$ cat src/hw/rgs_pkg.sv
// package for the register gating slice: widths, encodings and carriers.
// assumes one clock domain; the slice is a 4-bit cut of a wider datapath.
package rgs_pkg;

  // ----------------------------------------------------------------
  // widths
  // ----------------------------------------------------------------
  localparam int unsigned SLICE_W = 4;

  // ----------------------------------------------------------------
  // operand gate encodings
  // ----------------------------------------------------------------
  localparam logic POL_TRUE_LEVEL  = 1'h0;
  localparam logic FORCE_LVL_POL_0 = 1'h0;
  localparam logic FORCE_LVL_POL_1 = 1'h1;

  // ----------------------------------------------------------------
  // both-low combining function codes
  // ----------------------------------------------------------------
  localparam logic [1:0] COMB_OR  = 2'h0;
  localparam logic [1:0] COMB_AND = 2'h1;
  localparam logic [1:0] COMB_XOR = 2'h2;
  localparam logic [1:0] COMB_SEC = 2'h3;
  localparam logic [7:0] COMB_DEFAULT = {COMB_OR, COMB_OR, COMB_OR, COMB_OR};

  // ----------------------------------------------------------------
  // reset values
  // ----------------------------------------------------------------
  localparam logic [SLICE_W-1:0] DATA_RST  = 4'h0;
  localparam logic               CARRY_RST = 1'h0;

  // ----------------------------------------------------------------
  // carriers
  // ----------------------------------------------------------------
  typedef struct packed {
    logic force_en;
    logic polarity;
  } rgs_gate_ctl_t;

  typedef struct packed {
    logic sel_c;
    logic sel_d;
  } rgs_mux_ctl_t;

  typedef struct packed {
    logic [SLICE_W-1:0] sum;
    logic               carry;
  } rgs_add_res_t;

endpackage

$ cat src/hw/rgs_mux_bit.sv
// one bit position of the dual-input data-line multiplexer.
// assumes controls are shared by all positions of the slice.
`timescale 1ns/10ps
module rgs_mux_bit #(
  parameter logic [1:0] COMB_FN = rgs_pkg::COMB_OR
) (
  // controls
  input  wire rgs_pkg::rgs_mux_ctl_t ctl,
  // data
  input  wire logic                  first_input,
  input  wire logic                  second_input,
  // result
  output logic                       y
);

  wire logic both_low;
  wire logic comb_val;

  assign comb_val = (COMB_FN == rgs_pkg::COMB_AND) ? (first_input & second_input) :
                    (COMB_FN == rgs_pkg::COMB_XOR) ? (first_input ^ second_input) :
                    (COMB_FN == rgs_pkg::COMB_SEC) ? second_input :
                                                     (first_input | second_input);
  assign both_low = ~ctl.sel_c & ~ctl.sel_d;

  always_comb
  begin
    if (both_low)
      y = comb_val;
    else if (ctl.sel_c & ctl.sel_d)
      y = 1'b1;
    else if (ctl.sel_c)
      y = first_input;
    else
      y = second_input;
  end

endmodule

$ cat src/hw/rgs_slice.sv
// 4-bit register gating slice: operand gate, adder and data-line multiplexer.
// assumes synchronous inputs; results are registered, the ripple carry is not.
`timescale 1ns/10ps
module rgs_slice #(
  parameter logic       POL_TRUE  = rgs_pkg::POL_TRUE_LEVEL,
  parameter logic       FORCE_P0  = rgs_pkg::FORCE_LVL_POL_0,
  parameter logic       FORCE_P1  = rgs_pkg::FORCE_LVL_POL_1,
  parameter logic [7:0] COMB_FNS  = rgs_pkg::COMB_DEFAULT
) (
  // clock and reset
  input  wire logic                           clk,
  input  wire logic                           rst_n,
  // operand gate
  input  wire rgs_pkg::rgs_gate_ctl_t         gate_ctl,
  input  wire logic [rgs_pkg::SLICE_W-1:0]    gate_in,
  output logic      [rgs_pkg::SLICE_W-1:0]    gate_out,
  // adder
  input  wire logic [rgs_pkg::SLICE_W-1:0]    add_a,
  input  wire logic                           carry_in,
  output rgs_pkg::rgs_add_res_t               add_res,
  output logic                                carry_chain_out,
  // data-line multiplexer
  input  wire rgs_pkg::rgs_mux_ctl_t          mux_ctl,
  input  wire logic [rgs_pkg::SLICE_W-1:0]    first_input,
  input  wire logic [rgs_pkg::SLICE_W-1:0]    second_input,
  output logic      [rgs_pkg::SLICE_W-1:0]    mux_out
);

  // ----------------------------------------------------------------
  // operand gate
  // ----------------------------------------------------------------
  // one control pair serves every position, so the level picks are shared
  wire logic                        force_lvl;
  wire logic                        want_true;
  wire logic [rgs_pkg::SLICE_W-1:0] true_data;
  wire logic [rgs_pkg::SLICE_W-1:0] cmpl_data;
  wire logic [rgs_pkg::SLICE_W-1:0] next_gate;

  assign force_lvl = gate_ctl.polarity ? FORCE_P1 : FORCE_P0;
  assign want_true = (gate_ctl.polarity == POL_TRUE);

  for (genvar i = 0; i < rgs_pkg::SLICE_W; i++)
  begin : g_gate
    assign true_data[i] = gate_in[i];
    assign cmpl_data[i] = ~gate_in[i];
    // force wins over data, so a forced slice ignores its data pins; polarity picks the forced level
    assign next_gate[i] = gate_ctl.force_en ? force_lvl :
                          (want_true ? true_data[i] : cmpl_data[i]);
  end

  // ----------------------------------------------------------------
  // adder
  // ----------------------------------------------------------------
  // the gated operand is the adder's second term, as in the register path
  wire logic [rgs_pkg::SLICE_W-1:0] bit_gen;
  wire logic [rgs_pkg::SLICE_W-1:0] bit_prop;
  wire logic [rgs_pkg::SLICE_W-1:0] bit_sum;
  wire logic [rgs_pkg::SLICE_W:0]   ripple;
  wire rgs_pkg::rgs_add_res_t       next_res;

  assign ripple[0] = carry_in;

  for (genvar i = 0; i < rgs_pkg::SLICE_W; i++)
  begin : g_add
    assign bit_gen[i]    = add_a[i] & next_gate[i];
    assign bit_prop[i]   = add_a[i] ^ next_gate[i];
    assign bit_sum[i]    = bit_prop[i] ^ ripple[i];
    assign ripple[i + 1] = bit_gen[i] | (bit_prop[i] & ripple[i]);
  end

  assign next_res = '{sum: bit_sum, carry: ripple[rgs_pkg::SLICE_W]};
  // left combinational so a chain of slices settles in one cycle
  assign carry_chain_out = ripple[rgs_pkg::SLICE_W];

  // ----------------------------------------------------------------
  // multiplexer
  // ----------------------------------------------------------------
  wire logic [rgs_pkg::SLICE_W-1:0] next_mux;

  for (genvar i = 0; i < rgs_pkg::SLICE_W; i++)
  begin : g_mux
    rgs_mux_bit #(
      .COMB_FN (COMB_FNS[2*i +: 2])
    ) u_bit (
      .ctl          (mux_ctl),
      .first_input  (first_input[i]),
      .second_input (second_input[i]),
      .y            (next_mux[i])
    );
  end

  // ----------------------------------------------------------------
  // output registers
  // ----------------------------------------------------------------
  always_ff @(posedge clk or negedge rst_n)
  begin
    if (!rst_n)
      gate_out <= rgs_pkg::DATA_RST;
    else
      gate_out <= next_gate;
  end

  always_ff @(posedge clk or negedge rst_n)
  begin
    if (!rst_n)
      add_res <= '{sum: rgs_pkg::DATA_RST, carry: rgs_pkg::CARRY_RST};
    else
      add_res <= next_res;
  end

  always_ff @(posedge clk or negedge rst_n)
  begin
    if (!rst_n)
      mux_out <= rgs_pkg::DATA_RST;
    else
      mux_out <= next_mux;
  end

endmodule

$ cat config.mk
export PLATFORM = sky130hd
export DESIGN_NAME = rgs_slice
export DESIGN_NICKNAME = d
export VERILOG_FILES = /design/src/hw/rgs_pkg.sv /design/src/hw/rgs_mux_bit.sv /design/src/hw/rgs_slice.sv
export SDC_FILE = /design/constraint.sdc
export NUM_CORES = 1
export LEC_CHECK = 0
export ABC_CLOCK_PERIOD_IN_PS = 6150
export BUFFER_PORTS_ARGS = -buffer_cell sky130_fd_sc_hd__buf_2
export CORE_AREA = 3 3 42 44
export CTS_BUF_LIST = sky130_fd_sc_hd__clkbuf_4 sky130_fd_sc_hd__clkbuf_8
export CTS_CLUSTER_SIZE = 40
export DETAILED_ROUTE_END_ITERATION = 10
export DIE_AREA = 0 0 45 47
export PLACE_DENSITY = 0.77
export SETUP_SLACK_MARGIN = 0.1
export SLEW_MARGIN = 10
export SYNTH_ARGS = -nofsm -noshare
export SYNTH_HDL_FRONTEND = slang
export SYNTH_SLANG_ARGS = --single-unit
$ cat constraint.sdc
create_clock -name clk -period 6.15 [get_ports clk]
set_clock_uncertainty 0.1 [all_clocks]
set_input_delay 0.9225 -clock clk [delete_from_list [all_inputs] [get_ports clk]]
set_output_delay 0.9225 -clock clk [all_outputs]
set_load 0.01 [all_outputs]
[After elaboration in Yosys (flattened, before gate mapping)]
Index checks and enable logic that the tools add are counted.
Word-level totals
  register bits after elaboration: 13
  latch bits: 0
  memory bits (writable): 0
  ROM bits: 0
  input port bits: 23
  output and inout port bits: 14
  logic and storage cells: 57
  memories kept: 0
Cells by class
  $add $sub $neg: 0
  multiply operators: 0
  divide/modulo/power cells: 0
  order comparisons: 0
  equal/unequal tests: 0
  shift-type cells: 0
  multiplexer cells: 21
  bitwise gates (word level): 32
  reductions and logical operators: 0
Operators by type and width (number)
  1-bit 2-to-1 mux: 21
  1-bit bitwise AND: 10
  1-bit OR: 8
  1-bit bitwise XOR: 8
  1-bit inverter: 6

[Depth between registers and ports, before layout]
Gate-level depths: netlist of the first run.
  depth after elaboration: 12
  mapped depth: 8

[Modules after synthesis]
A second synthesis of the first run with hierarchy kept.
Second synthesis, totals
  cell total of the unflattened synthesis: 46
  area total of the unflattened synthesis: 618.1 um2
By module, submodules not included
  rgs_slice: times used 1, cells each 34, area each 543.0 um2
  rgs_mux_bit: times used 4, cells each 3, area each 18.8 um2

[Worst setup path after synthesis of the first run]
No wires, ideal clock.
  kind: input to output
  start: input gate_ctl[0] in the netlist's numbering
  end: output carry_chain_out
  arrival time: 2.527 ns
  slack: 2.600 ns
  stages on the path: 8
  buffers on the path: 1
  cells stage by stage: buf_4 -> xnor2_1 -> fa_1 -> inv_1 -> fa_1 -> fa_1 -> inv_1 -> fa_1
On the way
  cells in the longest elaborated chain, start to end: 11
  elaborated cells between the ends (all ways): 25
  classes of those cells: 9 x mux; 16 x bitwise
Ends and longest elaborated chain
  start: declaration: RTL line rgs_slice.sv:14  | input wire rgs_pkg::rgs_gate_ctl_t gate_ctl,
  1-bit 2-to-1 mux (on tied branches): RTL line rgs_slice.sv:48, rgs_slice.sv:39
  1-bit 2-to-1 mux *: RTL line rgs_slice.sv:47  | assign next_gate[i] = gate_ctl.force_en ? force_lvl :
  via next_gate, one bit: RTL line rgs_slice.sv:37  | wire logic [rgs_pkg::SLICE_W-1:0] next_gate;
  1-bit bitwise XOR: RTL line rgs_slice.sv:66  | assign bit_prop[i] = add_a[i] ^ next_gate[i];
  1-bit bitwise AND: RTL line rgs_slice.sv:68  | assign ripple[i + 1] = bit_gen[i] | (bit_prop[i] & ripple[i]);
  1-bit OR *: RTL line rgs_slice.sv:68
  1-bit bitwise AND *: RTL line rgs_slice.sv:68
  1-bit OR *: RTL line rgs_slice.sv:68
  1-bit bitwise AND *: RTL line rgs_slice.sv:68
  1-bit OR *: RTL line rgs_slice.sv:68
  1-bit bitwise AND *: RTL line rgs_slice.sv:68
  1-bit OR *: RTL line rgs_slice.sv:68
  end: declaration: RTL line rgs_slice.sv:21  | output logic carry_chain_out,
The timed path passes the listed nets; every way through them passes the cells marked *.

[Worst setup path in the final report of the first run]
  start: input gate_ctl[1] in the netlist's numbering
  end: output carry_chain_out
On the way
  cells in the longest elaborated chain, start to end: 10
  elaborated cells between the ends (all ways): 20
  classes of those cells: 4 x mux; 16 x bitwise
Ends and longest elaborated chain (RTL line)
  1-bit 2-to-1 mux *: rgs_slice.sv:47
  via next_gate, one bit: rgs_slice.sv:37
  1-bit bitwise XOR: rgs_slice.sv:66
  1-bit bitwise AND: rgs_slice.sv:68
  1-bit OR *: rgs_slice.sv:68
  1-bit bitwise AND *: rgs_slice.sv:68
  1-bit OR *: rgs_slice.sv:68
  1-bit bitwise AND *: rgs_slice.sv:68
  1-bit OR *: rgs_slice.sv:68
  1-bit bitwise AND *: rgs_slice.sv:68
  1-bit OR *: rgs_slice.sv:68
Marks and branches as above.

==> metrics.cfg, run 1 <==
[yosys]
synth.area.top_cells=dfrtp_1, fa_1, nand2b_1
async_flop_share=1.00
syn_area_sq_um=617
synth_top_area_frac=0.527
synth_edf_count=0
synthCells=47
seq_area_frac_synth=0.527
synth_most_common_cell=dfrtp_1
yosys.area.top_type=dfrtp_1
synth_warnings=0
ys_ff_latch=13
synth_common_cells=dfrtp_1, nand2b_1, inv_1
synth_cell_types=10
synth.avg_cell_area_sq_um=13.1
syn_nets=74
synthFlopType=dfrtp_1

[clocking]
cts_tree=yes
cts_resized=0
cts_num_sinks=13
clock_path_buffers=2
cts_hold_buf=0
root_buffer=clkbuf_4
post_cts_buffers=0
cts-htree-levels=1
cts.reportedPaths.clkPinSlew_ns=0.07
numCtsBuffers=3

[global_routing]
grt_pass1_wl_microns=1650
track_usage=0.106
grt_max_degree=14
antenna_found_initial=0
grt_overflow=0
grt_pass1_vias=420

[power_and_ir_drop]
p_per_area_nw_per_um2=244
p_leak_nw=0.444
power_frac_clock=0.260
switching_share=0.261
pwr-share-comb=0.249
p_int_w=0.000151
p_sw_w=0.0000535
vdd_drop_max_v=0.0000816
seqPwrFrac=0.491

[critical_path]
crit_arrival_ns=2.79
critPathMaxFanout=4
required_ns=5.13
crit_type=input pin to output pin
startpoint_type=input pin
worst_setup_path_end_kind=output pin

[final_layout]
area_growth_pct=36.1
drive_gt1_frac=0.512
fin_cells=102
n_antenna_cell=0
nets=114

[placed_design]
dp.cells=98
io_buffers=36
globalplace.congestion=0.714

[floorplan]
coreArea_sq_um=1470
die_y_microns=47
die-area_sq_um=2120
io_pins=37
fp.dieW_microns=45
initial_core_util=0.419
rows=14

[route]
wl_per_cell_microns=10.3
first_pass_iters=1
wl_microns=1050
final_antenna_net_count=0
vias_per_cell=4.11
vias=419
route.detailed.drc=0
drt-initial-drc-count=0

[sta]
slew-limit-headroom=0.819
drv_slew=0
hold_violations=0
tightest_slew_ns=0.272
min_period_ns=3.81
post-route-period-util=0.620
fmax_mhz=262
setup_violations=0
rsz0062_at_grt=false
setup_tns_ns=0

[outcome]
status=completed

[worst_hold_path]
hold_path_class=input pin to async pin

[flow_run]
maxCapViolCount=0

[critical path, stage by stage]
cell and delay, ns:
buf_2 0.11, nand2b_1 0.14, xnor2_1 0.24, fa_1 0.22, inv_1 0.05, fa_1 0.37
fa_1 0.36, inv_1 0.07, fa_1 0.17, buf_2 0.13
[metrics by stage]
stage	setup WS [ns]	hold slack, ns	power, W	util	cell area [sq um]
after global routing	2.18	0.442	0.000220	0.571	840
after CTS	2.32	0.429	0.000209	0.571	840
after detailed placement	2.32	0.717	0.000155	0.550	810
after global placement	2.36	0.712	0.000153	0.550	810
after floorplan	2.60	0.527	0.000129	-	617
final	2.34	0.426	0.000205	0.571	840
[how the worst max path moves through the flow]
| stage | startpoint | end | slack (ns) | cells after the start |
|---|---|---|---|---|
| 3_3_place_gp | gate_ctl[1] | carry_chain_out | 2.36 | 10 |
| 3_5_place_dp | gate_ctl[1] | carry_chain_out | 2.32 | 10 |
| 2_1_floorplan | gate_ctl[0] | carry_chain_out | 2.60 | 8 |
| 4_1_cts | gate_ctl[1] | carry_chain_out | 2.32 | 10 |
| 6_report | gate_ctl[1] | carry_chain_out | 2.34 | 10 |
| 5_1_grt | gate_ctl[1] | carry_chain_out | 2.18 | 10 |
[logic make-up after synthesis]
group	count (synthesis)	synth area share
XOR/XNOR	6	0.110
flip-flops	13	0.527
adder cells (fa/ha/maj)	4	0.130
AND/OR/NAND/NOR	17	0.185
buffers and inverters	7	0.0487
[layout by cell type (no fill, tap or decap)]
cell,n
buf_2,36
dfrtp_1,13
nand2b_1,10
inv_1,6
xnor2_1,4
nand3_1,4
fa_1,4
clkbuf_4,4
nand2b_4,2
xor2_2,2
nand2_1,1
[cell type report]
cell class                 count  area (sq um)
clock buffer                   4          30.0
tap                           16          20.0
inverter                       6          22.5
sequential                    13           325
multi-input combinational     27           262
fill                         146           632
timing repair buffer          36           180
[power by group through the flow]
stage / clock, W / combinational, W / sequential [W]
3_3_place_gp: 0 / 0.0000504 / 0.000102
4_1_cts: 0.0000553 / 0.0000525 / 0.000101
3_5_place_dp: 0 / 0.0000525 / 0.000102
6_report: 0.0000532 / 0.0000511 / 0.000101
2_1_floorplan: 0 / 0.0000192 / 0.000110
5_1_grt: 0.0000595 / 0.0000586 / 0.000102
[state kept, by name, indices dropped and copies added, names as in the netlist]
name and count:
add_res 5, gate_out 4, mux_out 4
[routing by layer]
layer	vias up	track usage	routed length [microns]	share of wire
met2	15	0.181	557	0.53
met1	189	0.133	401	0.38
li1	213	-	-	-
met5	-	0	0	0
met3	2	0.00383	78	0.074
met4	0	0.0643	14	0.013
No activity file was read; power rests on OpenSTA's default activity.
==> inputs of run 2 (changes only) <==
--- a/config.mk
+++ b/config.mk
@@ -5,7 +5,7 @@
 export SDC_FILE = /design/constraint.sdc
 export NUM_CORES = 1
 export LEC_CHECK = 0
-export ABC_CLOCK_PERIOD_IN_PS = 6150
+export ABC_CLOCK_PERIOD_IN_PS = 3800
 export BUFFER_PORTS_ARGS = -buffer_cell sky130_fd_sc_hd__buf_2
 export CORE_AREA = 3 3 42 44
 export CTS_BUF_LIST = sky130_fd_sc_hd__clkbuf_4 sky130_fd_sc_hd__clkbuf_8
==> constraint.sdc (replaced) <==
create_clock -name clk -period 3.8 [get_ports clk]
set_clock_uncertainty 0.1 [all_clocks]
set_input_delay 0.57 -clock clk [delete_from_list [all_inputs] [get_ports clk]]
set_output_delay 0.57 -clock clk [all_outputs]
set_load 0.01 [all_outputs]
==> run 2 against run 1 <==
Net effect: setup slack got worse by 1.7 ns; final cell count did not move; via count up 1.9%; combinational power is 66% higher; utilization did not move; critical path depth is the same; sequential cell count is the same; sequential power up 60%; sequential share of layout area is the same; wire length grew 8.7%; non-clock buffer count unchanged; highest routed layer is now met3.
==> metrics.cfg, run 2 (synthesized netlist as in run 1, its figures left out) <==
[critical_path]
cpPeakStageDelay_ns=0.38  ; was 0.37 ns
cp-startpoint=gate_ctl[1]  ; unchanged
critical-path-slowest-cell=fa_1  ; unchanged
worst_path_most_repeated_cell=fa_1  ; unchanged
startpoint_type=input pin  ; unchanged
required_ns=3.13  ; was 5.13 ns
worstPathCellList=buf_2, nand2b_1, xnor2_1, fa_1, inv_1, fa_1, fa_1, inv_1, fa_1, buf_2  ; unchanged
crit_arrival_ns=2.54  ; was 2.79 ns
critPathMaxFanout=4  ; unchanged
worst_setup_path_end_kind=output pin  ; unchanged
crit_type=input pin to output pin  ; unchanged

[route]
vias=427  ; was 419
route.detailed.drc=0  ; unchanged
vias_per_cell=4.19  ; was 4.11
wl_per_cell_microns=11.2  ; was 10.3 microns
final_antenna_net_count=0  ; unchanged
wl_microns=1140  ; was 1050 microns
first_pass_iters=3  ; was 1
drt-initial-drc-count=2  ; was 0

[final_layout]
mostFrequentLayoutCells=buf_2, dfrtp_1, nand2b_1  ; unchanged
n_fill_cell=135  ; was 146
mostFrequentLayoutCell=buf_2  ; unchanged
multi_input_area_sq_um=262  ; unchanged
n_antenna_cell=0  ; unchanged
largest_register=add_res  ; unchanged
largest_register_ffs=5  ; unchanged
area_growth_pct=36.1  ; unchanged
seq_area_sq_um=325  ; unchanged
drive_gt1_frac=0.512  ; unchanged
top_regs=add_res x5, gate_out x4, mux_out x4  ; unchanged
nets=114  ; unchanged
fin_cells=102  ; unchanged

[power_and_ir_drop]
seqPwrFrac=0.484  ; was 0.491
p_leak_nw=0.444  ; unchanged
pwr-share-comb=0.253  ; was 0.249
p_sw_w=0.0000893  ; was 0.0000535 W
switching_share=0.267  ; was 0.261
vdd_drop_max_v=0.000141  ; was 0.0000816 V
p_per_area_nw_per_um2=399  ; was 244 nW/um^2
power_frac_clock=0.263  ; was 0.260
p_int_w=0.000246  ; was 0.000151 W

[sta]
slew-limit-headroom=0.808  ; was 0.819
rsz0062_at_grt=false  ; unchanged
hold_violations=0  ; unchanged
tightest_slew_ns=0.286  ; was 0.272 ns
setup_tns_ns=0  ; unchanged
holdWs_ns=0.0675  ; was 0.426 ns
drv_slew=0  ; unchanged
min_period_ns=3.21
fmax_mhz=312
post-route-period-util=0.844
setup_violations=0  ; unchanged

[clocking]
cts.reportedPaths.clkPinSlew_ns=0.07  ; about the same
cts_num_sinks=13  ; unchanged
root_buffer=clkbuf_4  ; unchanged
post_cts_buffers=0  ; unchanged
cts_tree=yes  ; unchanged
numCtsBuffers=3  ; unchanged
cts_hold_buf=0  ; unchanged
cts_resized=0  ; unchanged
clock_path_buffers=2  ; unchanged
cts-htree-levels=1  ; unchanged

[placed_design]
globalplace.congestion=0.700  ; was 0.714
dp.cells=98  ; unchanged
dp_hpwl_microns=1020
io_buffers=36  ; unchanged

[global_routing]
antenna_found_initial=0  ; unchanged
grt_max_degree=14  ; unchanged
grt_overflow=0  ; unchanged
track_usage=0.123  ; was 0.106
grt_pass1_vias=445  ; was 420
grt_pass1_wl_microns=1820  ; was 1650 microns

[floorplan]
die_y_microns=47  ; unchanged
rows=14  ; unchanged
die-area_sq_um=2120  ; unchanged
io_pins=37  ; unchanged
fp.dieW_microns=45  ; unchanged
coreArea_sq_um=1470  ; unchanged
initial_core_util=0.419  ; unchanged

[flow_run]
maxCapViolCount=0  ; unchanged

[outcome]
status=completed  ; unchanged

[worst_hold_path]
hold_path_class=input pin to async pin  ; unchanged

[run 2: per-layer routing]
layer	wire (microns)	track usage	up-vias
li1	-	-	216
met1	422	0.138	196
met2	639	0.215	15
met3	80	0.0307	0
met4	0	0.0702	0
met5	0	0	-
[run 2: power groups by stage]
stage / registers [W] / logic [W] / clock network [W]
after CTS: 0.000162 / 0.0000878 / 0.0000915
after floorplan: 0.000178 / 0.0000311 / 0
after global placement: 0.000165 / 0.0000823 / 0
final: 0.000162 / 0.0000849 / 0.0000882
after global routing: 0.000164 / 0.0000969 / 0.0000985
after detailed placement: 0.000165 / 0.0000877 / 0
[run 2: critical path: cells and delay by family]
| family | cells | cell delay, ns |
|---|---|---|
| buffers and inverters | 4 | 0.37 |
| adder cells (fa/ha/maj) | 4 | 1.18 |
| AND/OR/NAND/NOR | 1 | 0.15 |
| XOR/XNOR | 1 | 0.26 |
[run 2: cell type report]
cell class	count	share of cell area
Sequential cell	13	0.387
Multi-Input combinational cell	27	0.311
Timing Repair Buffer	36	0.215
Clock buffer	4	0.0358
Inverter	6	0.0268
Tap cell	16	0.0238
[run 2: final timing paths]
kind	slack (ns)	endpoint
worst max-delay path	0.59	carry_chain_out
worst min-delay path	0.07	add_res[3]
min in group clk	0.43	mux_out[0]
max in group asynchronous	3.32	add_res[4]
[run 2: metrics by stage]
stage | util | total power, W | instance area (sq um) | setup slack, ns
detailed placement | 0.550 | 0.000253 | 810 | 0.576
global placement | 0.550 | 0.000248 | 810 | 0.711
global route | 0.571 | 0.000359 | 840 | 0.457
finish | 0.571 | 0.000335 | 840 | 0.591
floorplan | - | 0.000209 | 617 | 0.955
CTS | 0.571 | 0.000342 | 840 | 0.575
